==> src/pical_consts.vh <==
// offsets, field positions, reset values and timing counts of the input change logic
`ifndef PICAL_CONSTS_VH
`define PICAL_CONSTS_VH

// register offsets on the serial register file
`define PICAL_ADDR_PORT_ONE   8'h01
`define PICAL_ADDR_PORT_FOUR  8'h04
`define PICAL_ADDR_CFG_ALERT  8'h26
`define PICAL_ADDR_CFG_CLOCK  8'h27

// port control register fields
`define PICAL_P_DIR     7
`define PICAL_P_INTEN   5
`define PICAL_P_DEB     2
`define PICAL_P_CHG     1
`define PICAL_P_LVL     0

// alert configuration register fields
`define PICAL_C_PORTRST 0
`define PICAL_C_CNTRST  1
`define PICAL_C_ALERT   6
`define PICAL_C_GCHG    7

// clock configuration register fields
`define PICAL_K_ALERTSEL 0
`define PICAL_K_EXTCLK   2
`define PICAL_K_CLKOUT   3

// reset values
`define PICAL_PORT_RST   8'h80
`define PICAL_CFGA_RST   6'h00
`define PICAL_CFGK_RST   8'h00

// timing
`define PICAL_CLK_FREQ_HZ   100000000
`define PICAL_OSC_FREQ_HZ   32768
`define PICAL_OSC_HALF      11'h5F5 // clock cycles per oscillator half period
`define PICAL_DEB_TIME_US   31000
`define PICAL_DEB_TICKS     ((`PICAL_DEB_TIME_US * `PICAL_OSC_FREQ_HZ) / 1000000)

`endif

==> src/pical_sync.v <==
// two flip-flop synchroniser for pins entering the clock domain
module pical_sync #(
   parameter W = 1
) (
   input  wire         clk,
   input  wire         rst_n,
   input  wire [W-1:0] d,
   output reg  [W-1:0] q
);

   reg [W-1:0] meta;

   // first stage feeds only the second
   always @(posedge clk or negedge rst_n)
   begin
      if (!rst_n)
      begin
         meta <= {W{1'b0}};
         q    <= {W{1'b0}};
      end
      else
      begin
         meta <= d;
         q    <= meta;
      end
   end

endmodule

==> src/pical_debounce.v <==
// one port's debounce: two equal samples in a row update the stored level
module pical_debounce (
   input  wire clk,
   input  wire rst_n,
   input  wire tick,
   input  wire raw,
   output reg  level
);

   reg prev;

   // sample on each debounce tick, commit only when two samples agree
   always @(posedge clk or negedge rst_n)
   begin
      if (!rst_n)
      begin
         prev  <= 1'b0;
         level <= 1'b0;
      end
      else if (tick)
      begin
         prev <= raw;
         if (raw == prev)
            level <= raw;
      end
   end

endmodule

==> src/pical_top.v <==
// input change detection, alert latch, hardware reset and timing clock select
//
// Functional notes
// - debounce samples every 31ms, needs agreement
// - debounced port reads return stored level
// - change detection uses debounced level
// - input change sets port change bit
// - read latches snapshot; mismatch sets change
// - enable bit gates alert, not flag
// - change during read window is lost
// - output ports never detect or alert
// - alert deferred to stop during reads
// - alert status bit equals alert pin
// - global change bit is NOR of ports
// - change sets versus last read, clears
// - global bit sets after all reads
// - hardware reset aborts and forces stop
// - hardware reset doubles as chip enable
// - reset optionally restores ports, counters
// - hardware reset leaves alert untouched
// - port one latching alert, port read releases
// - oscillator always times debounce
// - config selects clock in and out
// - direction, debounce and level bit layout
`include "pical_consts.vh"

module pical_top #(
   parameter DEB_TICKS = `PICAL_DEB_TICKS
) (
   // clock and power-on reset
   input  wire       CLK,
   input  wire       RST_N,
   // hardware reset pin
   input  wire       HW_RST_N,
   output wire       BUS_HOLD_STOP,
   // register access from the serial engine
   input  wire [7:0] REG_ADDR,
   input  wire       REG_WR,
   input  wire [7:0] REG_WDATA,
   input  wire       REG_RD,
   input  wire       BUS_STOP,
   output reg  [7:0] REG_RDATA,
   // port pins
   input  wire [3:0] PORT_IN,
   output reg  [3:0] PORT_OUT,
   output reg  [3:0] PORT_OE_N,
   // waveform generator link
   input  wire [3:0] PWM_LEVEL,
   output reg        TIMING_CLK_TICK,
   output reg        TIMING_CNT_CLEAR
);

   localparam [10:0] OSC_HALF  = `PICAL_OSC_HALF;
   localparam [9:0]  DEB_LAST  = DEB_TICKS[9:0] - 10'h001;

   integer i, i_chg, i_alt, i_rd, i_pin; // one index per process, so one driver each

   // synchronised pins
   wire [4:0] sync_q;
   wire [3:0] raw;
   wire       hw_on;

   pical_sync #(.W (5)) u_sync (
      .clk   (CLK),
      .rst_n (RST_N),
      .d     ({HW_RST_N, PORT_IN}),
      .q     (sync_q)
   );

   assign raw   = sync_q[3:0];
   assign hw_on = sync_q[4];
   // hardware reset low keeps the serial side parked in stop
   assign BUS_HOLD_STOP = ~hw_on;

   // registers
   reg [7:0] port_reg [0:3];
   reg [5:0] cfg_alert;
   reg [7:0] cfg_clock;
   // detection state
   reg [3:0] snap, change, defer;
   reg       alert, in_read_seq, rd_q;
   // timing state
   reg [10:0] osc_cnt;
   reg [9:0]  deb_cnt;
   reg        osc_lvl, osc_prev, deb_tick, sel_prev;
   // decoded per-port terms
   wire [3:0] is_in, deb_en, int_en, deb_val, det, port_hit, set_cond, evt_mask;

   wire alert_sel = cfg_clock[`PICAL_K_ALERTSEL];
   wire ext_sel   = cfg_clock[`PICAL_K_EXTCLK];
   wire clk_out   = cfg_clock[`PICAL_K_CLKOUT];
   wire rd_rise   = REG_RD & ~rd_q;
   wire port_read = rd_rise & (|port_hit);
   wire stop_evt  = BUS_STOP | (~hw_on & in_read_seq);
   wire sel_lvl   = ext_sel ? raw[1] : osc_lvl;

   genvar g;
   generate
      for (g = 0; g < 4; g = g + 1)
      begin : g_port
         assign is_in[g]    = port_reg[g][`PICAL_P_DIR] | ((g == 1) && ext_sel);
         assign deb_en[g]   = port_reg[g][`PICAL_P_DEB];
         assign int_en[g]   = port_reg[g][`PICAL_P_INTEN];
         // debounced level replaces the pin for detection and reads
         assign det[g]      = deb_en[g] ? deb_val[g] : raw[g];
         assign port_hit[g] = ({24'h000000, REG_ADDR} == g + 1);
         // a new change: input differs from snapshot, outside its read window
         assign set_cond[g] = is_in[g] & (det[g] != snap[g]) & ~change[g]
                              & ~(REG_RD & port_hit[g]);
         assign evt_mask[g] = set_cond[g] & int_en[g];

         pical_debounce u_deb (
            .clk   (CLK),
            .rst_n (RST_N),
            .tick  (deb_tick),
            .raw   (raw[g]),
            .level (deb_val[g])
         );
      end
   endgenerate

   // internal 32 kHz oscillator and the debounce interval derived from it
   always @(posedge CLK or negedge RST_N)
   begin
      if (!RST_N)
      begin
         osc_cnt  <= 11'h000;
         osc_lvl  <= 1'b0;
         osc_prev <= 1'b0;
         deb_cnt  <= 10'h000;
         deb_tick <= 1'b0;
      end
      else
      begin
         osc_prev <= osc_lvl;
         deb_tick <= 1'b0;
         if (osc_cnt == OSC_HALF - 11'h001)
         begin
            osc_cnt <= 11'h000;
            osc_lvl <= ~osc_lvl;
         end
         else
            osc_cnt <= osc_cnt + 11'h001;
         // debounce always counts oscillator edges, even with an external clock
         if (osc_lvl & ~osc_prev)
         begin
            if (deb_cnt == DEB_LAST)
            begin
               deb_cnt  <= 10'h000;
               deb_tick <= 1'b1;
            end
            else
               deb_cnt <= deb_cnt + 10'h001;
         end
      end
   end

   // selected timing clock edge and counter clear for the waveform generator
   always @(posedge CLK or negedge RST_N)
   begin
      if (!RST_N)
      begin
         sel_prev         <= 1'b0;
         TIMING_CLK_TICK  <= 1'b0;
         TIMING_CNT_CLEAR <= 1'b0;
      end
      else
      begin
         sel_prev         <= sel_lvl;
         TIMING_CLK_TICK  <= sel_lvl & ~sel_prev;
         TIMING_CNT_CLEAR <= ~hw_on & cfg_alert[`PICAL_C_CNTRST];
      end
   end

   // register writes; hardware reset blocks access and may restore ports
   always @(posedge CLK or negedge RST_N)
   begin
      if (!RST_N)
      begin
         for (i = 0; i < 4; i = i + 1)
            port_reg[i] <= `PICAL_PORT_RST;
         cfg_alert <= `PICAL_CFGA_RST;
         cfg_clock <= `PICAL_CFGK_RST;
      end
      else if (!hw_on)
      begin
         for (i = 0; i < 4; i = i + 1)
            if (cfg_alert[`PICAL_C_PORTRST])
               port_reg[i] <= `PICAL_PORT_RST;
      end
      else if (REG_WR)
      begin
         for (i = 0; i < 4; i = i + 1)
            if (port_hit[i])
               port_reg[i] <= REG_WDATA;
         if (REG_ADDR == `PICAL_ADDR_CFG_ALERT)
            cfg_alert <= REG_WDATA[5:0];
         if (REG_ADDR == `PICAL_ADDR_CFG_CLOCK)
            cfg_clock <= REG_WDATA;
      end
   end

   // snapshot and per-port change flags
   always @(posedge CLK or negedge RST_N)
   begin
      if (!RST_N)
      begin
         snap   <= 4'h0;
         change <= 4'h0;
      end
      else
      begin
         for (i_chg = 0; i_chg < 4; i_chg = i_chg + 1)
         begin
            // the whole read window tracks the input, so a change inside it is lost
            if (REG_RD & port_hit[i_chg] & hw_on)
            begin
               snap[i_chg]   <= det[i_chg];
               change[i_chg] <= 1'b0;
            end
            else if (is_in[i_chg] & (det[i_chg] != snap[i_chg]))
               change[i_chg] <= 1'b1;
         end
      end
   end

   // latching alert with deferral until stop while a read sequence runs
   always @(posedge CLK or negedge RST_N)
   begin
      if (!RST_N)
      begin
         alert       <= 1'b0;
         defer       <= 4'h0;
         in_read_seq <= 1'b0;
         rd_q        <= 1'b0;
      end
      else
      begin
         rd_q <= REG_RD;
         if (stop_evt)
            in_read_seq <= 1'b0;
         else if (rd_rise & hw_on)
            in_read_seq <= 1'b1;
         // any port read releases the alert; hardware reset does not
         if (port_read & hw_on)
            alert <= 1'b0;
         for (i_alt = 0; i_alt < 4; i_alt = i_alt + 1)
            if (port_read & port_hit[i_alt])
               defer[i_alt] <= 1'b0;
         if (stop_evt)
         begin
            defer <= 4'h0;
            if (|defer)
               alert <= 1'b1;
         end
         // new events in a release cycle are deferred, as the read strobe is high
         if (|evt_mask)
         begin
            if ((in_read_seq & ~stop_evt) | REG_RD) // at stop the event fires at once
               defer <= defer | evt_mask;
            else
               alert <= 1'b1;
         end
      end
   end

   // read data, captured when the read window opens
   always @(posedge CLK or negedge RST_N)
   begin
      if (!RST_N)
         REG_RDATA <= 8'h00;
      else if (rd_rise & hw_on)
      begin
         REG_RDATA <= 8'h00;
         for (i_rd = 0; i_rd < 4; i_rd = i_rd + 1)
            if (port_hit[i_rd])
            begin
               if (is_in[i_rd])
                  REG_RDATA <= {port_reg[i_rd][7:2], change[i_rd], det[i_rd]};
               else
                  REG_RDATA <= port_reg[i_rd];
            end
         if (REG_ADDR == `PICAL_ADDR_CFG_ALERT)
            REG_RDATA <= {~|change, ~alert, cfg_alert};
         if (REG_ADDR == `PICAL_ADDR_CFG_CLOCK)
            REG_RDATA <= cfg_clock;
      end
   end

   // pin drive: inputs float, outputs follow the waveform level
   reg [3:0] next_out, next_oe_n;
   always @*
   begin
      next_out  = 4'h0;
      next_oe_n = 4'hF;
      for (i_pin = 0; i_pin < 4; i_pin = i_pin + 1)
         if (!is_in[i_pin])
         begin
            next_out[i_pin] = PWM_LEVEL[i_pin];
            // port one is open drain only, others follow their push-pull bit
            if ((i_pin == 0) || !port_reg[i_pin][6])
               next_oe_n[i_pin] = PWM_LEVEL[i_pin];
            else
               next_oe_n[i_pin] = 1'b0;
         end
      // port three carries the selected timing clock
      if (clk_out)
      begin
         next_out[2]  = sel_lvl;
         next_oe_n[2] = 1'b0;
      end
      // port one pulls low while the alert is latched
      if (alert_sel)
      begin
         next_out[0]  = 1'b0;
         next_oe_n[0] = ~alert;
      end
   end

   // registered pin outputs
   always @(posedge CLK or negedge RST_N)
   begin
      if (!RST_N)
      begin
         PORT_OUT  <= 4'h0;
         PORT_OE_N <= 4'hF;
      end
      else
      begin
         PORT_OUT  <= next_out;
         PORT_OE_N <= next_oe_n;
      end
   end

endmodule

==> config.mk <==
export PLATFORM = sky130hd
export DESIGN_NAME = pical_top
export DESIGN_NICKNAME = d
export VERILOG_FILES = /design/src/pical_sync.v /design/src/pical_debounce.v /design/src/pical_top.v
export VERILOG_INCLUDE_DIRS = /design/src
export SDC_FILE = /design/constraint.sdc
export NUM_CORES = 1
export LEC_CHECK = 0
export CORE_UTILIZATION = 50
export DETAILED_ROUTE_END_ITERATION = 16
export DONT_BUFFER_PORTS = 1
export MAX_ROUTING_LAYER = met4
export PLACE_DENSITY = 0.63
export SLEW_MARGIN = 10
export SYNTH_ARGS = -nofsm -noshare
export SYNTH_HDL_FRONTEND = slang
export SYNTH_SLANG_ARGS = --single-unit
==> constraint.sdc <==
create_clock -name CLK -period 2.8 [get_ports CLK]
set_input_delay 0.28 -clock CLK [delete_from_list [all_inputs] [get_ports CLK]]
set_output_delay 0.28 -clock CLK [all_outputs]
set_load 0.03 [all_outputs]
==> summary.md, run 1 <==
| Metric | Value |
|---|---|
| Maximum root-to-sink buffer count | 2 |
| Failing checks | hold timing |
| R2R Path Start | deb_en[3] |
| Final hold violation count | about 120 |
| Sink Count | 122 |
| Distinct cells, synth | just under 60 |
| Final setup viols | 0 |
| Worst Path Arrival | 2.46 ns |
| DRT Wirelength | approximately 14000 um |
| Min Hold Slack | -0.4398 ns |
| Max FFs per register | 21 |
| Slew Viols, Final | 0 |
| Yosys reg bits | 122 |
| Clock share of power | 50.0% |
| Final Net Count | 623 |
| Cell Pwr Density | 660.4 nW/um^2 |
| DP HPWL | 9222 um |
| DR vias/cell | around 5.8 |
| Post-route setup TNS | 0 ns |
| Sw Share | 22.21% |
| Die footprint | 11750 um^2 |
| Tmin final | 2.145 ns |
| Seq/Total Area, Yosys | 54.14% |
| Initial core utilization | 51.74% |
| RSZ-0062 raised after global routing | false |
| Initial DRT Pass Iterations | 5 |
| Post_cts resized | 0 |
| CP endpoint kind | flop |
| Drc violations | 0 |
| Placeable Area | 10940 um^2 |
| Critical path startpoint | deb_en[3] |
| Post-synth net total | 600 |
| Cells after Synth | 566 |
| Largest net degree at the start of global routing | 123 |
| Slowest cell delay on critical path | 0.42 ns |
| Buffers on Ports | 0 |
| Least-Margin Pin Slew | approximately 0.7 ns |
| Post-Layout Cell Count | 742 |
| Int Pwr | ~3.4 mW |
| Setup bufs post-CTS | 0 |
| Initial antenna violation count | 0 |
| Post-CTS Hold Fix Bufs | 17 |
| Static leakage | about 2.9 nW |
| Crit Path Max Fanout | 3 |
| Placer Congestion | 0.8609 |
| TritonCTS clock tree | yes |
| Most used DFF post-synth | dfrtp_1 |
| Critical path type | reg2reg |
| CTS Buf Count | 17 |
| Die width | around 110 um |
| Area leader, netlist | dfrtp_1 |
| Layout cell share with drive strength beyond 1 | 12.96% |
| Ys Warns | 0 |
| Asr flop ratio synth | 100.0% |
| Clock skew | roughly 0.0062 ns |
| Num rows | 38 |
| DP Area | 5799 um^2 |
| Vias | 4340 |
| Crit path cell chain | mux2i_1 > mux2_2 > a2111oi_1 > buf_4 > nor4_2 > o221ai_1 |
| Routed WL per cell | approximately 18 um |
| Combinational share of power | 5.0% |
| Register area | 3063 um^2 |
| Ant. Diodes | 0 |
| Fill count | around 950 |
| Clock transition at path regs | 0.05 ns |
| Synthesis-to-finish area growth | 15.81% |
| Fin area | 6553 um^2 |
| NetSw | approximately 0.96 mW |
| GRT Total Usage | 26.49% |
| Post-Syn Area per Cell | roughly 10 um^2 |
| Syn Std Cell Area | 5658 um^2 |
| Slew headroom | 52.08% |
| Critical Path Start Type | flop |
| Max VDD drop | roughly 0.00047 V |
| Max Cap Violations | 0 |
| Worst Path Required | approximately 3.1 ns |
| Root Driver | clkbuf_16 |
| Reg power frac | 45.1% |
| Number of flops mapped to enable cells by yosys | 0 |
| Clk_lat worst skew | 0.41 ns |
| Max H-tree Level | 4 |
| Footprint of the multi-input gates | approximately 2400 um^2 |
| Placed cells | 693 |
| Die Y | 108.4 um |
| DRT iter0 DRCs | about 300 |
| Global-route wire length before repair | 22120 um |
| Yosys top cell area share | slightly above 50% |
| Vias in the first global route | 4296 |
| I/O Pins | 49 |
| Hold crit path type | in2async |
| Slowest cell on the critical path | dfrtp_1 |
| Top area cells in the synthesized netlist | dfrtp_1, nand2_1, nor2_1 |
| Final Cycle Share | 76.59% |
| Status | finished with violations |
| Final ANT Viol Nets | 0 |
| Global route overflow | 0 |
| Achievable Freq | between 400 and 500 MHz |
-- layout by cell type, fill, tap and decap left out, drive strengths merged, types with 5 or more instances in the layout --
cell	instances
nand4	5
dfrtp	114
buf	11
nand3	35
a21oi	29
clkbuf	24
or2	6
dfstp	8
o21ai	54
inv	22
nor3	12
xnor2	7
xor2	10
nor2	58
mux2	17
mux2i	12
nor2b	12
nor4	8
o31ai	11
dlygate4sd3	17
nand2	58
nand2b	12
-- cell usage after synthesis, types with 2 or more instances --
library cell  number
xor2_1            10
nor4_2             2
or4_1              2
o21ai_1           13
buf_2              3
o22ai_1            4
and3_1             2
mux2_2            13
mux2_1             3
o31ai_1           11
buf_1              2
a21o_1             2
mux2i_1           12
clkbuf_1          16
or2_2              6
ha_1               4
a22o_1             2
or3_1              3
buf_6              3
o21ai_0           34
nor2b_1           12
a22oi_1            4
nand2_1           58
nand2b_1          12
inv_1             22
a21oi_1           29
nand4_1            5
nand3_1           35
o21ai_2            7
o21a_1             2
a221oi_1           3
dfrtp_1          114
nor3_1            11
dfstp_2            8
a31oi_1            4
xnor2_1            7
a211oi_1           3
nor2_1            58
nor4_1             5
-- worst paths after layout --
kind / endpoint / cells after the start / slack, ns
max: alert / 6 / 0.66
min: PORT_OUT[0] / 0 / -0.44
max reg2reg: alert / 6 / 0.66
min reg2reg: u_sync.q[4] / 0 / 0.35
max in group asynchronous: port_reg[23] / 0 / 3.03
min in group CLK: cfg_alert[5] / 1 / 0.02
-- power by group through the flow --
stage | combinational, mW | sequential [mW] | clock (mW)
after global placement | 0.186 | 1.98 | 0
after floorplan | 0.172 | 1.94 | 0
after CTS | 0.214 | 1.95 | 2.20
final | 0.214 | 1.95 | 2.16
after global routing | 0.238 | 1.96 | 2.29
after detailed placement | 0.189 | 1.98 | 0
-- area by class of cell --
class | instances | area share, %
clock inverter | 8 | 1.852
clock buffer | 24 | 7.046
sequential | 122 | 46.74
timing repair buffer | 28 | 3.857
multi-input combinational | 398 | 36.57
tap | 140 | 2.673
inverter | 22 | 1.260
-- metrics by stage --
step | worst slack, ns | total power, mW | util, %
global placement | 0.6065 | 2.162 | 53.03
floorplan | 0.6408 | 2.114 | -
global route | 0.4278 | 4.483 | 59.92
detailed placement | 0.5018 | 2.167 | 53.03
finish | 0.6555 | 4.327 | 59.92
CTS | 0.6566 | 4.365 | 59.92
-- kinds of logic after synthesis --
kind of cell / share of synthesized area (%)
flip-flops: 54.14
adder cells (fa/ha/maj): 0.8846
buffers and inverters: 3.516
AO/OA/AOI/OAI: 14.06
XOR/XNOR: 2.632
AND/OR/NAND/NOR: 19.20
multiplexers: 5.573
-- worst max-delay path, delay by kind of cell (launching register included) --
kind,cells,cell delay [ns]
buffers and inverters,1,0.20
AO/OA/AOI/OAI,2,0.64
AND/OR/NAND/NOR,1,0.06
multiplexers,2,0.73
flip-flops,1,0.42
-- layer usage --
| layer | global-route usage [%] | wire [um] |
|---|---|---|
| met1 | 32.77 | 5858 |
| met2 | 40.95 | 6501 |
| met3 | 7.113 | 990 |
| met4 | 11.49 | 276 |
| met5 | - | 0 |
Power figures use the tool's default switching activity.
==> run 2, diff against run 1 <==
--- a/config.mk
+++ b/config.mk
@@ -6,6 +6,7 @@
 export SDC_FILE = /design/constraint.sdc
 export NUM_CORES = 1
 export LEC_CHECK = 0
+export ABC_AREA = 1
 export CORE_UTILIZATION = 50
 export DETAILED_ROUTE_END_ITERATION = 16
 export DONT_BUFFER_PORTS = 1
==> constraint.sdc (replaced) <==
create_clock -name CLK -period 2.22 [get_ports CLK]
set_input_delay 0.222 -clock CLK [delete_from_list [all_inputs] [get_ports CLK]]
set_output_delay 0.222 -clock CLK [all_outputs]
set_load 0.03 [all_outputs]
==> run 2 against run 1 <==
Net effect:
- critical path depth did not move
- area after synthesis rose by 0.66%
- the run still ends with hold timing left
- via count rose by 6.3%
- wire length fell by 0.58%
- largest cell class unchanged
- die area rose by 0.66%
- first-iteration DRC count rose by 6.5%
- fmax rose by 28%
==> summary.md, run 2 <==
| Metric | Value |
|---|---|
| Max Cap Violations | 0 |
| Initial antenna violation count | 0 |
| Global-route wire length before repair | 22090 um |
| Final hold violation count | 122 |
| I/O Pins | 49 |
| Die Y | ~110 um |
| Min Hold Slack | -0.5059 ns |
| Placeable Area | 10980 um^2 |
| Number of flops mapped to enable cells by yosys | 0 |
| Failing checks | hold timing |
| Setup slack, reg-to-reg | 0.54 ns |
| Post-route setup TNS | 0 ns |
| Final setup margin | 0.5402 ns |
| Placer Congestion | 0.8692 |
| Post_cts resized | 0 |
| Num rows | 38 |
| Final setup viols | 0 |
| Hold crit path type | in2async |
| Vias in the first global route | 4480 |
| Tot Pwr | around 5.6 mW |
| Clock skew | 0.008307 ns |
| DRT iter0 DRCs | 326 |
| Top area cells in the synthesized netlist | dfrtp_1, nand2_1, inv_1 |
| Root Driver | clkbuf_16 |
| Final ANT Viol Nets | 0 |
| Post-CTS Hold Fix Bufs | 11 |
| Seq/Total Area, Yosys | 53.78% |
| Ys Warns | 0 |
| Slew headroom | 61.42% |
| Ant. Diodes | 0 |
| Cells after Synth | 679 |
| Crit Path Max Fanout | 12 |
| Slew Viols, Final | 0 |
| Status | finished with violations |
| Cell Pwr Density | 849.4 nW/um^2 |
| Initial core utilization | 51.86% |
| TritonCTS clock tree | yes |
| Asr flop ratio synth | 100.0% |
| Worst Path Required | roughly 2.6 ns |
| CTS Buf Count | 17 |
| Post-Place Worst Slack | 0.5882 ns |
| Static leakage | 3.257 nW |
| DRT Wirelength | 13550 um |
| Tmin final | 1.680 ns |
| Post-Syn Area per Cell | ~8.4 um^2 |
| Routed WL per cell | 15.87 um |
| Die width | 108.7 um |
| Max VDD drop | 0.0006124 V |
| Maximum root-to-sink buffer count | 2 |
| Fin area | 6575 um^2 |
| Max FFs per register | 21 |
| Buffers on Ports | 0 |
| Largest net degree at the start of global routing | 123 |
| Commonest non-fill, non-tap cell in the layout | nand2_1 |
| Max H-tree Level | 4 |
| DP HPWL | between 9000 and 10000 um |
| DP Area | 5822 um^2 |
| Yosys top cell area share | 50.09% |
| Drc violations | 0 |
| Global route overflow | 0 |
| Syn Std Cell Area | 5695 um^2 |
| Worst Path Arrival | 2.03 ns |
| Sink Count | between 100 and 150 |
| Distinct cells, synth | 39 |
| Area leader, netlist | dfrtp_1 |
| Die footprint | about 12000 um^2 |
| Top-count cell post-synth | nand2_1 |
| Commonest cells post-synth | nand2_1, dfrtp_1, inv_1 |
| Register area | 3063 um^2 |
| Vias | 4615 |
| Synthesis-to-finish area growth | 15.44% |
| RSZ-0062 raised after global routing | false |
| Least-Margin Pin Slew | 0.5773 ns |
| Final Net Count | roughly 740 |
| DR vias/cell | approximately 5.4 |
| Final Cycle Share | 75.67% |
| Post-synth net total | 713 |
| Achievable Freq | 595.3 MHz |
| Initial DRT Pass Iterations | 8 |
| Fill count | 963 |
| Most frequent cells in the layout | nand2_1, dfrtp_1, inv_1 |
| Layout cell share with drive strength beyond 1 | a little under an eighth |
| Footprint of the multi-input gates | approximately 2200 um^2 |
| Critical Path Start Type | flop |
| Yosys reg bits | 122 |
| CP endpoint kind | flop |
| Most used DFF post-synth | dfrtp_1 |
| Clk_lat worst skew | 0.43 ns |
| GRT Total Usage | a little over a quarter |
| Critical path type | reg2reg |
| Clock transition at path regs | 0.05 ns |
[run 2: worst paths after layout]
kind | cells after the start | to | startpoint
worst max register to register | 6 | is_in[0] | u_sync.q[4]
worst max-delay path | 6 | is_in[0] | u_sync.q[4]
worst min register to register | 0 | u_sync.q[2] | u_sync.meta[2]
worst min-delay path | 0 | int_en[3] | RST_N
max in group asynchronous | 0 | PORT_OE_N[0] | RST_N
min in group CLK | 2 | snap[3] | REG_RD
[run 2: layout make-up]
type                       instances  share of cell area (%)
clock inverter                    12                   2.988
timing repair buffer              13                   1.903
multi-input combinational        441                   33.02
tap                              140                   2.664
sequential                       122                   46.58
clock buffer                      20                   6.794
inverter                         106                   6.051
[run 2: report_power, final]
group | internal (mW) | leakage [nW] | switching (mW)
Sequential | 2.30 | 1.60 | 0.0827
Combinational | 0.0697 | 1.35 | 0.142
Clock | 2.01 | 0.306 | 0.977
Total | 4.38 | 3.26 | 1.20
[run 2: logic make-up after synthesis]
group / share of synthesized area (%)
adders and majority gates: 0.8788
xor gates and xnor gates: 0.4614
AOI/OAI and AO/OA: 10.63
buffers and inverters: 8.106
DFF: 53.78
and+or+nand+nor: 26.14
[run 2: timing repair]
item / CTS / global route
setup endpoints to repair: 0 / 0
setup buffers: 0 / 0
hold endpoints to repair: 140 / 122
[run 2: through the flow]
stage	cells	hold WS, ns	utilization [%]
after floorplan	679	-0.07359	-
after global placement	811	-0.06961	53.01
after detailed placement	811	-0.06949	53.01
after CTS	854	-0.5207	59.87
after global routing	854	-0.5272	59.87
final	854	-0.5059	59.87
[run 2: critical path, cell delays in order (launching register included)]
cell and delay, ns:
dfrtp_1 0.54, nand2_1 0.14, inv_1 0.23, nand2_1 0.28, nand2_1 0.22, o21ai_0 0.11, o21ai_0 0.08
[run 2: metal layers]
metal / part of all wire (%) / up-vias / GRT usage, %
met4: 2.9 / 0 / 12.16
met5: 0 / - / -
met1: 43 / 2182 / 32.10
met2: 47 / 157 / 39.87
met3: 7.2 / 41 / 8.428
li1: - / 2235 / -
==> run 3, diff against run 2 <==
--- a/config.mk
+++ b/config.mk
@@ -6,7 +6,7 @@
 export SDC_FILE = /design/constraint.sdc
 export NUM_CORES = 1
 export LEC_CHECK = 0
-export ABC_AREA = 1
+export ABC_AREA = 0
 export CORE_UTILIZATION = 50
 export DETAILED_ROUTE_END_ITERATION = 16
 export DONT_BUFFER_PORTS = 1
==> constraint.sdc (replaced) <==
create_clock -name CLK -period 1.6 [get_ports CLK]
set_input_delay 0.16 -clock CLK [delete_from_list [all_inputs] [get_ports CLK]]
set_output_delay 0.16 -clock CLK [all_outputs]
set_load 0.03 [all_outputs]
==> run 3 against run 2 <==
Net effect:
- the flow finishes with violations (hold timing, setup timing)
- first-iteration DRC count decreased by 9.8%
- non-clock buffer count increased by 72
- die area decreased by 0.65%
- highest routed layer unchanged
- clock power increased by 24%
- sequential power increased by 42%
- design area increased by 9.4%
==> summary.md, run 3 (synthesis results as in run 1) <==
| Metric | Value |
|---|---|
| Synthesis-to-finish area growth | 27.11% |
| Min Hold Slack | -0.5671 ns |
| Die Y | 108.4 um |
| Vias in the first global route | 4738 |
| Final Core Density | 65.77% |
| Most frequent cells in the layout | dfrtp_1, buf_4, nand2_1 |
| Clk_lat worst skew | roughly 0.42 ns |
| Post-Place Worst Slack | -0.3533 ns |
| Tot Pwr | 7.605 mW |
| GRT met2 Usage | 43.99% |
| Placer Congestion | 0.8920 |
| Initial core utilization | 51.74% |
| Reg power frac | between 40% and 50% |
| Final hold violation count | 122 |
| Placed cells | about 740 |
| Max FFs per register | 21 |
| Least-Margin Pin Slew | 0.5384 ns |
| Initial antenna violation count | 0 |
| Worst Path Arrival | 2.08 ns |
| Static leakage | around 3.2 nW |
| Critical path type | reg2reg |
| Critical Path Start Type | flop |
| Max H-tree Level | 4 |
| DRT iter0 DRCs | 294 |
| Buffers on Ports | 0 |
| Slew headroom | about 64% |
| Post-Layout Cell Count | 799 |
| Clock skew | 0.006533 ns |
| Tmin final | approximately 1.7 ns |
| CP endpoint kind | flop |
| Cell Pwr Density | 1057 nW/um^2 |
| Global route overflow | 0 |
| Num rows | 38 |
| Buf+Inv Stages, Crit Path | 1 |
| Final Cycle Share | 109.1% |
| Maximum root-to-sink buffer count | 2 |
| Ant. Diodes | 0 |
| Int Pwr | 5.862 mW |
| Clock transition at path regs | 0.05 ns |
| Global-route wire length before repair | 23690 um |
| Achievable Freq | 572.8 MHz |
| Post-CTS Hold Fix Bufs | 21 |
| Slowest cell delay on critical path | 0.37 ns |
| Hold crit path type | in2async |
| Vias | 4550 |
| DRT Wirelength | 14710 um |
| DP HPWL | 9978 um |
| Final setup viols | 5 |
| Final setup margin | -0.1457 ns |
| Clock share of power | 48.8% |
| Max Cap Violations | 0 |
| Die footprint | roughly 12000 um^2 |
| TritonCTS clock tree | yes |
| Sw Share | ~23% |
| Grt peak-use layer | met2 |
| Combinational share of power | ~6.5% |
| Die width | 108.4 um |
| Failing checks | hold timing, setup timing |
| Slew Viols, Final | 0 |
| Worst Path Required | 1.94 ns |
| RSZ-0062 raised after global routing | true |
| Crit path cell chain | mux2i_2 > mux2_4 > a2111oi_4 > buf_4 > nor4_4 > o221ai_1 |
| Drc violations | 0 |
| Slowest cell on the critical path | dfrtp_1 |
| Commonest non-fill, non-tap cell in the layout | dfrtp_1 |
| CTS Buf Count | 17 |
| Final ANT Viol Nets | 0 |
| Max VDD drop | 0.0009458 V |
| DR vias/cell | between 5 and 6 |
| Sink Count | 122 |
| NetSw | approximately 1.7 mW |
| M3 GR Usage | approximately 7.3% |
| GRT Total Usage | 28.29% |
| Status | finished with violations |
| Top delay family on crit path | multiplexers |
| Layout cell share with drive strength beyond 1 | ~24% |
| Routed WL per cell | 18.41 um |
| Placeable Area | 10940 um^2 |
| Met1 Use GR | ~34% |
| Root Driver | clkbuf_16 |
| Largest net degree at the start of global routing | 123 |
| Crit Path Max Fanout | 3 |
| I/O Pins | 49 |
| Initial DRT Pass Iterations | 6 |
| Final Net Count | 680 |
-- run 3: what timing repair did --
item | in CTS | in global routing
resized for setup | 14 | 13
setup endpoints to repair | 7 | 17
pin swaps | 7 | 6
setup buffers | 4 | 1
endpoints found under the hold margin | 178 | 122
-- run 3: path summary, 6_finish.rpt --
kind,start,end,slack (ns),cells past startpoint
max,deb_en[3],alert,-0.15,6
min,RST_N,int_en[3],-0.57,0
max reg2reg,deb_en[3],alert,-0.15,6
min reg2reg,u_sync.meta[0],u_sync.q[0],0.35,0
max in group asynchronous,RST_N,is_in[0],1.95,0
min in group CLK,REG_WDATA[0],cfg_clock[0],0.03,2
-- run 3: per-stage QoR --
step	area, um^2	TNS (ns)
after floorplan	5736	-11.66
after global placement	6250	-12.27
after detailed placement	6250	-13.68
after CTS	7152	-0.3959
after global routing	7192	-1.073
final	7192	-0.6025
-- run 3: power by group through the flow --
stage	Clock (mW)	Combinational (mW)	Sequential [mW]
global route	3.91	0.548	3.42
global placement	0	0.405	3.44
floorplan	0	0.306	3.40
detailed placement	0	0.410	3.45
finish	3.71	0.494	3.40
CTS	3.77	0.490	3.40
-- run 3: metal layers --
layer | wire length (um) | vias to the layer above
li1 | - | 2140
met1 | 6112 | 2214
met2 | 7229 | 161
met5 | 0 | -
met3 | 896 | 35
met4 | 472 | 0
-- run 3: cell type report --
class	count	area (um^2)
flip-flops and latches	122	3064
fillers	908	3744
inverters	22	82.58
multi-input cells	398	2587
repair buffers	85	703.2
well taps	140	175.2
clock buffers	26	519.2
clock inverters	6	60.06
